## config.mk

```make
export PLATFORM = sky130hd
export DESIGN_NAME = pci_to_local_bus_controller
export DESIGN_NICKNAME = d
export VERILOG_FILES = /design/src/lbus_pkg.sv /design/src/pci_to_local_bus_controller.sv /design/src/lb_cycle_timer.sv
export VERILOG_INCLUDE_DIRS = /design/src
export SDC_FILE = /design/constraint.sdc
export NUM_CORES = 1
export LEC_CHECK = 0
export ABC_AREA = 1
export BUFFER_PORTS_ARGS = -buffer_cell sky130_fd_sc_hd__buf_2
export CAP_MARGIN = 20
export CORE_MARGIN = 2
export CORE_UTILIZATION = 50
export DETAILED_ROUTE_END_ITERATION = 10
export HOLD_SLACK_MARGIN = 0.02
export PLACE_DENSITY = 0.76
export SYNTH_ARGS = -nofsm -noshare
export SYNTH_HDL_FRONTEND = slang
export SYNTH_SLANG_ARGS = --single-unit
```

## constraint.sdc

```tcl
create_clock -name ref_clk -period 2.2 [get_ports ref_clk]
set_input_delay 0.44 -clock ref_clk [delete_from_list [all_inputs] [get_ports ref_clk]]
set_output_delay 0.44 -clock ref_clk [all_outputs]
set_load 0.1 [all_outputs]
```

## src/lbus_defs.svh

```systemverilog
// register offsets, field positions, reset values and timing counts
`ifndef LBUS_DEFS_SVH
`define LBUS_DEFS_SVH
`define LB_CONF_OFS 8'h00
`define LB_STAT_OFS 8'h04
`define LB_F_CTW_LSB 0
`define LB_F_READY_HANDLING_ENABLE 4
`define LB_F_RWS_LSB 5
`define LB_F_W16 8
`define LB_F_MUX 9
`define LB_F_ARBM 10
`define LB_F_HLDEN 11
`define LB_F_PCI 12
`define LB_CONF_RST 13'h150F
`define LB_CONF_BITS 13
`define LB_STROBE_MIN 5'h02
`define LB_CTW_MAX 5'h0F
`endif

```

## src/lbus_pkg.sv

```systemverilog
// types shared by the local bus controller
package lbus_pkg;
   typedef enum logic [5:0] {
      ST_IDLE = 6'h01,
      ST_ALE = 6'h02,
      ST_AHOLD = 6'h04,
      ST_STROBE = 6'h08,
      ST_RDY = 6'h10,
      ST_HOLD = 6'h20
   } lb_state_t;
endpackage

```

## src/pci_to_local_bus_controller.sv

```systemverilog
// host target port to local bus bridge with wishbone config registers
`timescale 1ns/1ps
`include "lbus_defs.svh"
module pci_to_local_bus_controller (
   input wire logic ref_clk,
   input wire logic rst,
   input wire logic wb_cyc_i,
   input wire logic wb_stb_i,
   input wire logic wb_we_i,
   input wire logic [7:0] wb_adr_i,
   input wire logic [31:0] wb_dat_i,
   input wire logic [3:0] wb_sel_i,
   output logic [31:0] wb_dat_o,
   output logic wb_ack_o,
   input wire logic tgt_req,
   input wire logic tgt_we,
   input wire logic tgt_burst,
   input wire logic [15:0] tgt_addr,
   input wire logic [3:0] tgt_be,
   input wire logic [31:0] tgt_wdata,
   output logic tgt_done,
   output logic tgt_retry,
   output logic tgt_abort,
   output logic [31:0] tgt_rdata,
   output logic [15:0] local_addr_pins_o,
   output logic local_addr_pins_oe,
   input wire logic [15:0] local_data_pins_i,
   output logic [15:0] local_data_pins_o,
   output logic [1:0] local_data_pins_oe,
   output logic addr_latch_strobe,
   output logic read_strobe_n_o,
   output logic write_strobe_n_o,
   output logic byte_high_enable_n_o,
   output logic cmd_oe,
   input wire logic ready_in_n,
   input wire logic hold_req_n,
   output logic hold_ack_n,
   output logic bus_req_n
);
   logic [`LB_CONF_BITS-1:0] conf_r;
   logic ack_r;
   logic [1:0] sync1_r;
   logic [1:0] sync2_r;
   logic [15:0] din1_r;
   logic [15:0] din2_r;
   logic ans_r;
   logic done_r, retry_r, abort_r;
   logic [31:0] rdata_r;
   logic wr_pend_r, rd_pend_r, rd_valid_r;
   logic [15:0] job_addr_r;
   logic [1:0] job_be_r;
   logic [15:0] job_wdata_r;
   logic [15:0] rbuf_r;
   logic job_we_r;
   logic second_r;
   logic cyc_w16_r, cyc_mux_r, cyc_rdy_r;
   logic [3:0] cyc_ctw_r;
   logic wdrive_r;
   logic [15:0] wout_r;
   logic cap_r, cap_hi_r;
   lbus_pkg::lb_state_t state_r, state_nxt;
   logic [15:0] last_addr_r;
   logic take, rd_hit, pend, cur_hi, tmr_load, tmr_last;
   logic [15:0] cur_addr;
   logic [7:0] lane;
   logic [4:0] strobe_len;
   logic rdy_s, hold_s, pci_mode, owner;

   assign pci_mode = conf_r[`LB_F_PCI];
   assign rdy_s = sync2_r[0];
   assign hold_s = sync2_r[1];

   // wishbone slave: one wait state, ack drops the cycle after
   always_ff @(posedge ref_clk) begin
      if (rst) begin
         ack_r <= 1'b0;
      end else begin
         ack_r <= wb_cyc_i && wb_stb_i && !ack_r;
      end
   end
   assign wb_ack_o = ack_r;

   always_ff @(posedge ref_clk) begin
      if (rst) begin
         conf_r <= `LB_CONF_BITS'(`LB_CONF_RST);
      end else if (wb_cyc_i && wb_stb_i && !ack_r && wb_we_i
                   && wb_adr_i == `LB_CONF_OFS) begin
         if (wb_sel_i[0]) conf_r[7:0] <= wb_dat_i[7:0];
         if (wb_sel_i[1]) conf_r[12:8] <= wb_dat_i[12:8];
      end
   end

   always_ff @(posedge ref_clk) begin
      if (rst) begin
         wb_dat_o <= 32'h0000_0000;
      end else if (wb_cyc_i && wb_stb_i && !ack_r) begin
         case (wb_adr_i)
            `LB_CONF_OFS: wb_dat_o <= {19'h0_0000, conf_r};
            `LB_STAT_OFS: wb_dat_o <= {26'h000_0000, !owner,
                  rd_valid_r, rd_pend_r, wr_pend_r,
                  state_r != lbus_pkg::ST_IDLE, pci_mode};
            default: wb_dat_o <= 32'h0000_0000;
         endcase
      end
   end

   // pin inputs pass two flops before use
   always_ff @(posedge ref_clk) begin
      if (rst) begin
         sync1_r <= 2'h3;
         sync2_r <= 2'h3;
         din1_r <= 16'h0000;
         din2_r <= 16'h0000;
      end else begin
         sync1_r <= {hold_req_n, ready_in_n};
         sync2_r <= sync1_r;
         din1_r <= local_data_pins_i;
         din2_r <= din1_r;
      end
   end

   // host target side: request held until a one-cycle answer
   assign take = tgt_req && !ans_r;
   assign rd_hit = rd_valid_r && job_addr_r == tgt_addr
                   && job_be_r == tgt_be[1:0] && !cap_r;

   always_ff @(posedge ref_clk) begin
      if (rst) begin
         ans_r <= 1'b0;
         done_r <= 1'b0;
         retry_r <= 1'b0;
         abort_r <= 1'b0;
      end else begin
         ans_r <= take;
         done_r <= 1'b0;
         retry_r <= 1'b0;
         abort_r <= 1'b0;
         if (take) begin
            // bursts and non-pci mode are refused
            if (tgt_burst || !pci_mode) begin
               abort_r <= 1'b1;
            end else if (tgt_we) begin
               retry_r <= wr_pend_r || rd_pend_r;
               done_r <= !(wr_pend_r || rd_pend_r);
            end else begin
               // retry until the read result is ready
               done_r <= rd_hit;
               retry_r <= !rd_hit;
            end
         end
      end
   end
   assign tgt_done = done_r;
   assign tgt_retry = retry_r;
   assign tgt_abort = abort_r;
   assign tgt_rdata = rdata_r;

   always_ff @(posedge ref_clk) begin
      if (rst) begin
         wr_pend_r <= 1'b0;
         rd_pend_r <= 1'b0;
         rd_valid_r <= 1'b0;
         job_we_r <= 1'b0;
         job_addr_r <= 16'h0000;
         job_be_r <= 2'h0;
         job_wdata_r <= 16'h0000;
         rdata_r <= 32'h0000_0000;
      end else begin
         if (take && !tgt_burst && pci_mode) begin
            if (tgt_we && !wr_pend_r && !rd_pend_r) begin
               wr_pend_r <= tgt_be[1:0] != 2'h0;
               rd_valid_r <= 1'b0;
               job_we_r <= 1'b1;
               job_addr_r <= tgt_addr;
               job_be_r <= tgt_be[1:0];
               job_wdata_r <= tgt_wdata[15:0];
            end else if (!tgt_we && rd_hit) begin
               rd_valid_r <= 1'b0;
               rdata_r <= {16'h0000, rbuf_r};
            end else if (!tgt_we && !wr_pend_r && !rd_pend_r) begin
               // start the local read behind the retry
               rd_pend_r <= tgt_be[1:0] != 2'h0;
               rd_valid_r <= tgt_be[1:0] == 2'h0;
               job_we_r <= 1'b0;
               job_addr_r <= tgt_addr;
               job_be_r <= tgt_be[1:0];
            end
         end
         // cycle end must not be lost to a request in the same clock;
         // such a request sees pend and is retried, so no field clashes
         if (tmr_last && state_r == lbus_pkg::ST_STROBE
             && !cyc_rdy_r || state_r == lbus_pkg::ST_RDY
             && !rdy_s) begin
            if (!(!cyc_w16_r && job_be_r == 2'h3 && !second_r)) begin
               wr_pend_r <= 1'b0;
               rd_pend_r <= 1'b0;
               rd_valid_r <= !job_we_r;
            end
         end
      end
   end

   assign pend = wr_pend_r || rd_pend_r;

   // byte lane choice; on 8-bit one byte per cycle
   assign cur_hi = cyc_w16_r ? (job_be_r == 2'h2)
                   : (second_r || !job_be_r[0]);
   assign cur_addr = {job_addr_r[15:1], cur_hi};
   assign lane = cur_hi ? job_wdata_r[15:8] : job_wdata_r[7:0];
   assign strobe_len = `LB_STROBE_MIN + `LB_CTW_MAX
                       - {1'b0, cyc_ctw_r}
                       + (cyc_rdy_r ? {2'h0, conf_r[7:5]}
                          : 5'h00);
   // slave mode always yields to hold, master only with hold enable
   assign owner = state_r != lbus_pkg::ST_HOLD;

   always_comb begin
      state_nxt = state_r;
      tmr_load = 1'b0;
      case (state_r)
         lbus_pkg::ST_IDLE: begin
            if (!pci_mode) begin
               state_nxt = lbus_pkg::ST_IDLE;
            end else if (!hold_s && (conf_r[`LB_F_HLDEN]
                         || !conf_r[`LB_F_ARBM])) begin
               state_nxt = lbus_pkg::ST_HOLD;
            end else if (pend) begin
               state_nxt = conf_r[`LB_F_MUX] ? lbus_pkg::ST_ALE
                           : lbus_pkg::ST_AHOLD;
            end
         end
         lbus_pkg::ST_ALE: state_nxt = lbus_pkg::ST_AHOLD;
         lbus_pkg::ST_AHOLD: begin
            state_nxt = lbus_pkg::ST_STROBE;
            tmr_load = 1'b1;
         end
         lbus_pkg::ST_STROBE: begin
            if (tmr_last) begin
               state_nxt = cyc_rdy_r ? lbus_pkg::ST_RDY
                           : lbus_pkg::ST_IDLE;
            end
         end
         lbus_pkg::ST_RDY: begin
            if (!rdy_s) begin
               state_nxt = lbus_pkg::ST_IDLE;
            end
         end
         lbus_pkg::ST_HOLD: begin
            if (hold_s) begin
               state_nxt = lbus_pkg::ST_IDLE;
            end
         end
         default: state_nxt = lbus_pkg::ST_IDLE;
      endcase
   end

   always_ff @(posedge ref_clk) begin
      if (rst) begin
         state_r <= lbus_pkg::ST_IDLE;
      end else begin
         state_r <= state_nxt;
      end
   end

   lb_cycle_timer #(.W(5)) u_timer (
      .ref_clk(ref_clk),
      .rst(rst),
      .load(tmr_load),
      .load_val(strobe_len),
      .last(tmr_last)
   );

   // latch the bus type at the start of each cycle
   always_ff @(posedge ref_clk) begin
      if (rst) begin
         cyc_w16_r <= 1'b1;
         cyc_mux_r <= 1'b0;
         cyc_rdy_r <= 1'b0;
         cyc_ctw_r <= 4'hF;
      end else if (state_r == lbus_pkg::ST_IDLE && pend) begin
         cyc_w16_r <= conf_r[`LB_F_W16];
         cyc_mux_r <= conf_r[`LB_F_MUX];
         cyc_rdy_r <= conf_r[`LB_F_READY_HANDLING_ENABLE];
         cyc_ctw_r <= conf_r[3:0];
      end
   end

   // second byte of a word on an 8-bit bus
   always_ff @(posedge ref_clk) begin
      if (rst) begin
         second_r <= 1'b0;
      end else if (state_nxt == lbus_pkg::ST_IDLE
                   && state_r != lbus_pkg::ST_IDLE
                   && state_r != lbus_pkg::ST_HOLD) begin
         second_r <= !cyc_w16_r && job_be_r == 2'h3 && !second_r;
      end
   end

   // pins sampled one clock before the strobe rises leave the
   // two sync flops one edge after it; capture then
   always_ff @(posedge ref_clk) begin
      if (rst) begin
         cap_r <= 1'b0;
         cap_hi_r <= 1'b0;
      end else begin
         cap_r <= !job_we_r && (state_r == lbus_pkg::ST_STROBE
                  && tmr_last && !cyc_rdy_r
                  || state_r == lbus_pkg::ST_RDY && !rdy_s);
         cap_hi_r <= cur_hi;
      end
   end

   always_ff @(posedge ref_clk) begin
      if (rst) begin
         rbuf_r <= 16'h0000;
      end else if (cap_r) begin
         if (cyc_w16_r) begin
            rbuf_r <= {job_be_r[1] ? din2_r[15:8] : 8'h00,
                       job_be_r[0] ? din2_r[7:0] : 8'h00};
         end else if (cap_hi_r) begin
            rbuf_r[15:8] <= din2_r[7:0];
         end else begin
            rbuf_r <= {8'h00, din2_r[7:0]};
         end
      end
   end

   always_ff @(posedge ref_clk) begin
      if (rst) begin
         last_addr_r <= 16'h0000;
      end else if (state_nxt == lbus_pkg::ST_ALE
                   || state_nxt == lbus_pkg::ST_AHOLD
                   && state_r == lbus_pkg::ST_IDLE) begin
         last_addr_r <= {job_addr_r[15:1],
            conf_r[`LB_F_W16] ? job_be_r == 2'h2
            : (second_r || !job_be_r[0])};
      end
   end

   // write data stays driven until the next cycle or a hold; a wait of over one clock in ST_RDY drops it
   always_ff @(posedge ref_clk) begin
      if (rst) begin
         wdrive_r <= 1'b0;
         wout_r <= 16'h0000;
      end else if (state_r == lbus_pkg::ST_STROBE && job_we_r) begin
         wdrive_r <= 1'b1;
         // keep what the strobe wrote; lane select and job move on after
         wout_r <= cyc_w16_r ? job_wdata_r : {8'h00, lane};
      end else if (state_nxt != lbus_pkg::ST_IDLE) begin
         wdrive_r <= 1'b0;
      end
   end

   assign local_addr_pins_o = last_addr_r;
   assign local_addr_pins_oe = owner && pci_mode;
   // latch strobe first, falls before the command strobe
   assign addr_latch_strobe = state_r == lbus_pkg::ST_ALE;
   assign cmd_oe = owner && pci_mode;
   assign read_strobe_n_o = !(!job_we_r &&
      (state_r == lbus_pkg::ST_STROBE || state_r == lbus_pkg::ST_RDY));
   assign write_strobe_n_o = !(job_we_r &&
      (state_r == lbus_pkg::ST_STROBE || state_r == lbus_pkg::ST_RDY));
   // upper byte enable only on a 16-bit bus
   assign byte_high_enable_n_o = !(cyc_w16_r && job_be_r[1]);
   assign hold_ack_n = owner;
   assign bus_req_n = !(!owner && pend);

   always_comb begin
      local_data_pins_o = 16'h0000;
      local_data_pins_oe = 2'h0;
      if (state_r == lbus_pkg::ST_ALE || state_r == lbus_pkg::ST_AHOLD
          && cyc_mux_r) begin
         local_data_pins_o = last_addr_r;
         local_data_pins_oe = cyc_w16_r ? 2'h3 : 2'h1;
      end else if (state_r != lbus_pkg::ST_HOLD
                   && (job_we_r && state_r != lbus_pkg::ST_IDLE
                       && state_r != lbus_pkg::ST_AHOLD || wdrive_r)) begin
         if (wdrive_r && state_r == lbus_pkg::ST_IDLE) begin
            local_data_pins_o = wout_r;
         end else begin
            local_data_pins_o = cyc_w16_r ? job_wdata_r : {8'h00, lane};
         end
         local_data_pins_oe = cyc_w16_r ? 2'h3 : 2'h1;
      end
      // upper pins keep the address in 8-bit multiplexed mode
      if (cyc_mux_r && !cyc_w16_r && owner
          && state_r != lbus_pkg::ST_IDLE) begin
         local_data_pins_o[15:8] = last_addr_r[15:8];
         local_data_pins_oe[1] = 1'b1;
      end
      if (!pci_mode) begin
         local_data_pins_oe = 2'h0;
      end
   end

   // checks
   logic [4:0] low_cnt_r;
   always_ff @(posedge ref_clk) begin
      if (rst || read_strobe_n_o && write_strobe_n_o) begin
         low_cnt_r <= 5'h00;
      end else begin
         low_cnt_r <= low_cnt_r + 5'h01;
      end
   end
endmodule

```

## src/lb_cycle_timer.sv

```systemverilog
// down counter that times one command strobe
`timescale 1ns/1ps
module lb_cycle_timer #(
   parameter int W = 5
) (
   input wire logic ref_clk,
   input wire logic rst,
   input wire logic load,
   input wire logic [W-1:0] load_val,
   output logic last
);
   logic [W-1:0] cnt_r;

   always_ff @(posedge ref_clk) begin
      if (rst) begin
         cnt_r <= '0;
      end else if (load) begin
         cnt_r <= load_val;
      end else if (cnt_r != '0) begin
         cnt_r <= cnt_r - 1'b1;
      end
   end

   // final strobe cycle when one count is left
   assign last = (cnt_r == {{(W-1){1'b0}}, 1'b1});
endmodule

```

==> out/summary.txt <==
Slew HR = 66.5%
H-tree Lvls = 4
Total clock sinks = 191
Final core utilization = 65.9%
Setup crit start kind = flop
Clk_lat worst skew = 0.44 ns
Clock buffer depth = 2
Status = complete, but fails checks
Fin cells = 1620
NetSw = 3.27 mW
Fin crit share = 116%
CTS tree = done
Seq/Total Area, Yosys = 44.2%
DRC viols = 0
Mapped Cells = 1193
Reg-to-Reg End = second_r$_SDFFE_PP0P_
Critical path fanouts, max = 7
Clock network power share = 34.8%
Maxcap violations = 0
Largest delay contributor family on the critical path = simple AND/OR/NAND/NOR gates
Vias post-DR = 8267
Top-count cell post-synth = nand2_1
Synth cell count leaders = nand2_1 (244), dfxtp_1 (191), nor2_1 (150)
Per-cell routed wire length = 14.3 um
Setup Crit Path Kind = flop to primary output
Vias/cell = 5.10
DP HPWL = 15900 um
FF-to-FF setup slack = 0.14 ns
CP Cell Sequence = nor2_4, nand4_4, buf_4, nand3_1, nand2_1, nand2_4, nor2_4, buf_6, a22o_2, buf_12
Sequential share of power = 42.4%
Worst r2r src = state_r[5]$_SDFF_PP0_
Cells on worst reg2reg path = 15
Initial antenna violation count = 0
Syn Area/Cell = 7.26 um^2
Ys async rst share = 0%
Post-synthesis adder-cell area fraction = 1.53%
Drt pass-1 iters = 8
Share of layout cells above drive strength 1 = 25.7%
Worst Setup End Kind = primary output
Grt total ovfl = 0
Max Freq = 393 MHz
FILL cells = 1427
Clk_skew = 0.00809 ns
Die Footprint = 18400 um^2
Count of final max-slew check failures = 0
Final worst slack = -0.343 ns
1st-iter DRT viols = 715
Placer congestion estimate = 0.857
Comb pwr share = 22.7%
Antenna viol nets, final = 0
Post-synthesis compound-gate area fraction = 15.0%
Design area = 11300 um^2
Hold Crit Class = input port to flop
Antenna cells = 0
Final setup fails = 24
Nets = 1514
Starting Density = 50.6%
Post-synth cell types = 51
Max VDD drop = 0.000907 V
Xor/xnor share of the synthesized area = 0.607%
Top cell by count, worst path = nor2_4
Clock transition at the registers of the reported paths = 0.08 ns
Vias in the first global route = 7485
Mapped Area = 8660 um^2
Slowest CP cell = dfxtp_2
Int Pwr = 5.75 mW
Failing checks = negative setup slack
Cell count along the critical path = 10
Global-route wire length before repair = 36200 um
Ports = 232
RSZ-0062 raised after global routing = true
Synth area leader = dfxtp_1
Top cells by area, synth = dfxtp_1 (44%), nand2_1 (11%), nor2_1 (6.5%)
Placed insts = 1563
Min Tclk post-route = 2.54 ns
# port buffers = 157
Synth Area in Simple Gates = 26.2%
Hold slack final = 0.195 ns
YS warnings = 0
CP peak stage delay = 0.36 ns
Largest family of logic cells by synthesized area = simple AND/OR/NAND/NOR gates
Root buffer cell = clkbuf_16
Buf+Inv Stages, Crit Path = 3
Site Rows = 48
Main flop type after synthesis = dfxtp_1
Dpl cell area = 10100 um^2
Yosys reg bits = 191
Final Hold Fails = 0
PwrDens = 800 nW/um^2
Core ar. = 17100 um^2
Switching share of total power = 36.3%
Post-synth top area share = 44.2%
Mux cell area share after synthesis = 0%
GR Util All Layers = 24.8%
CTS Buf Count = 17
Worst-Margin Slew = 0.502 ns
Chip Height = 136 um
Total routed wirelength = 23200 um
Crit path from = state_r[3]$_SDFF_PP0_
CP required = 1.76 ns
Post-synth EDFFs = 0
Leakage = 5.24 nW
Crit path capture = local_data_pins_o[6]
Layout area overhead = 30.3%
Die width = 136 um
Pin count of the biggest net entering global routing = 89
Data arrival, critical path = 2.10 ns
-- area by class of cell --
| type | count | area (um^2) | area share, % |
|---|---|---|---|
| clock buffers | 18 | 439 | 3.89 |
| clock inverters | 14 | 158 | 1.40 |
| inverters | 152 | 581 | 5.15 |
| multi-input cells | 801 | 4250 | 37.7 |
| flip-flops and latches | 191 | 3830 | 34.0 |
| well taps | 225 | 282 | 2.50 |
| repair buffers | 219 | 1740 | 15.4 |
-- per-layer routing --
metal	track usage, %	vias up	part of all wire (%)
met5	0	-	0
met4	9.95	0	2.8
met3	6.32	60	6.8
met2	40.1	296	47
met1	31.6	3749	43
li1	-	4162	-
-- layout by cell type, fill, tap and decap left out, types with 3 or more instances in the layout --
cell type,n
nand3_2,4
dfxtp_1,184
a22o_4,6
o2111ai_4,3
nor2_2,7
o2111ai_2,5
nand2_2,8
nor2_4,8
or2_2,6
a22oi_1,8
nor3_2,3
nor2_1,147
nand2_1,225
conb_1,35
nand3_1,64
a21oi_1,91
inv_4,4
o21ai_2,10
buf_4,47
dfxtp_2,6
inv_2,13
o21ai_0,82
buf_6,9
clkbuf_16,18
inv_1,134
xor2_1,4
o211ai_1,7
inv_6,5
nand3_4,3
buf_12,27
nand4_1,16
ha_1,9
buf_2,132
inv_8,5
nand2_4,12
o21ai_4,3
o21ai_1,5
nor3_1,8
-- flip-flops by register name, indices dropped and copies added (netlist names), 2 cells and up --
register / flops
job_addr_r: 16
local_addr_pins_o: 16
job_be_r: 2
wb_dat_o: 13
din1_r: 16
sync2_r: 2
sync1_r: 2
wout_r: 16
tgt_rdata: 16
job_wdata_r: 16
cyc_ctw_r: 4
u_timer.cnt_r: 5
state_r: 6
rbuf_r: 16
din2_r: 16
conf_r: 13
-- stage by stage --
stage	setup WS, ns	total power, mW	setup TNS (ns)
after floorplan	-0.540	5.44	-0.684
after global placement	0.0522	5.81	0
after detailed placement	0.0422	5.83	0
after CTS	-0.308	8.96	-5.12
after global routing	-0.429	9.37	-7.75
final	-0.343	9.03	-6.10
-- worst min-delay path by stage --
stage | startpoint | end | slack [ns] | cells after the start
after floorplan | din1_r[0]$_SDFF_PP0_ | din2_r[0]$_SDFF_PP0_ | 0.39 | 2
after global placement | din1_r[11]$_SDFF_PP0_ | din2_r[11]$_SDFF_PP0_ | 0.39 | 2
after detailed placement | din1_r[8]$_SDFF_PP0_ | din2_r[8]$_SDFF_PP0_ | 0.39 | 2
after CTS | local_data_pins_i[11] | din1_r[11]$_SDFF_PP0_ | 0.19 | 3
after global routing | local_data_pins_i[11] | din1_r[11]$_SDFF_PP0_ | 0.20 | 3
final | local_data_pins_i[10] | din1_r[10]$_SDFF_PP0_ | 0.20 | 3
-- tightest hold or removal path, cell delays in order --
cell and delay (ns):
buf_2 0.07, inv_1 0.03, nor2_1 0.06
-- cells by family (layout without fill, tap and decap cells) --
group | count (synthesis) | count (layout)
simple gates | 518 | 518
buf+inv | 235 | 403
compound gates | 232 | 232
flops | 191 | 191
fa+ha+maj | 10 | 10
xor+xnor | 6 | 6
other cells | 1 | 35
-- what timing repair did --
action,4_1_cts,5_1_grt
gates resized for setup,47,36
hold buffers,0,0
setup endpoints to repair,23,28
setup buffers,17,11
gates cloned,1,1
pin swaps,14,18
-- power groups by stage --
| stage | clock network, mW | registers (mW) | logic (mW) |
|---|---|---|---|
| 6_report | 3.14 | 3.83 | 2.05 |
| 5_1_grt | 3.30 | 3.85 | 2.22 |
| 4_1_cts | 3.16 | 3.82 | 1.98 |
| 3_5_place_dp | 0 | 3.88 | 1.95 |
| 3_3_place_gp | 0 | 3.88 | 1.92 |
| 2_1_floorplan | 0 | 4.34 | 1.10 |
No activity file was read; power rests on OpenSTA's default activity.
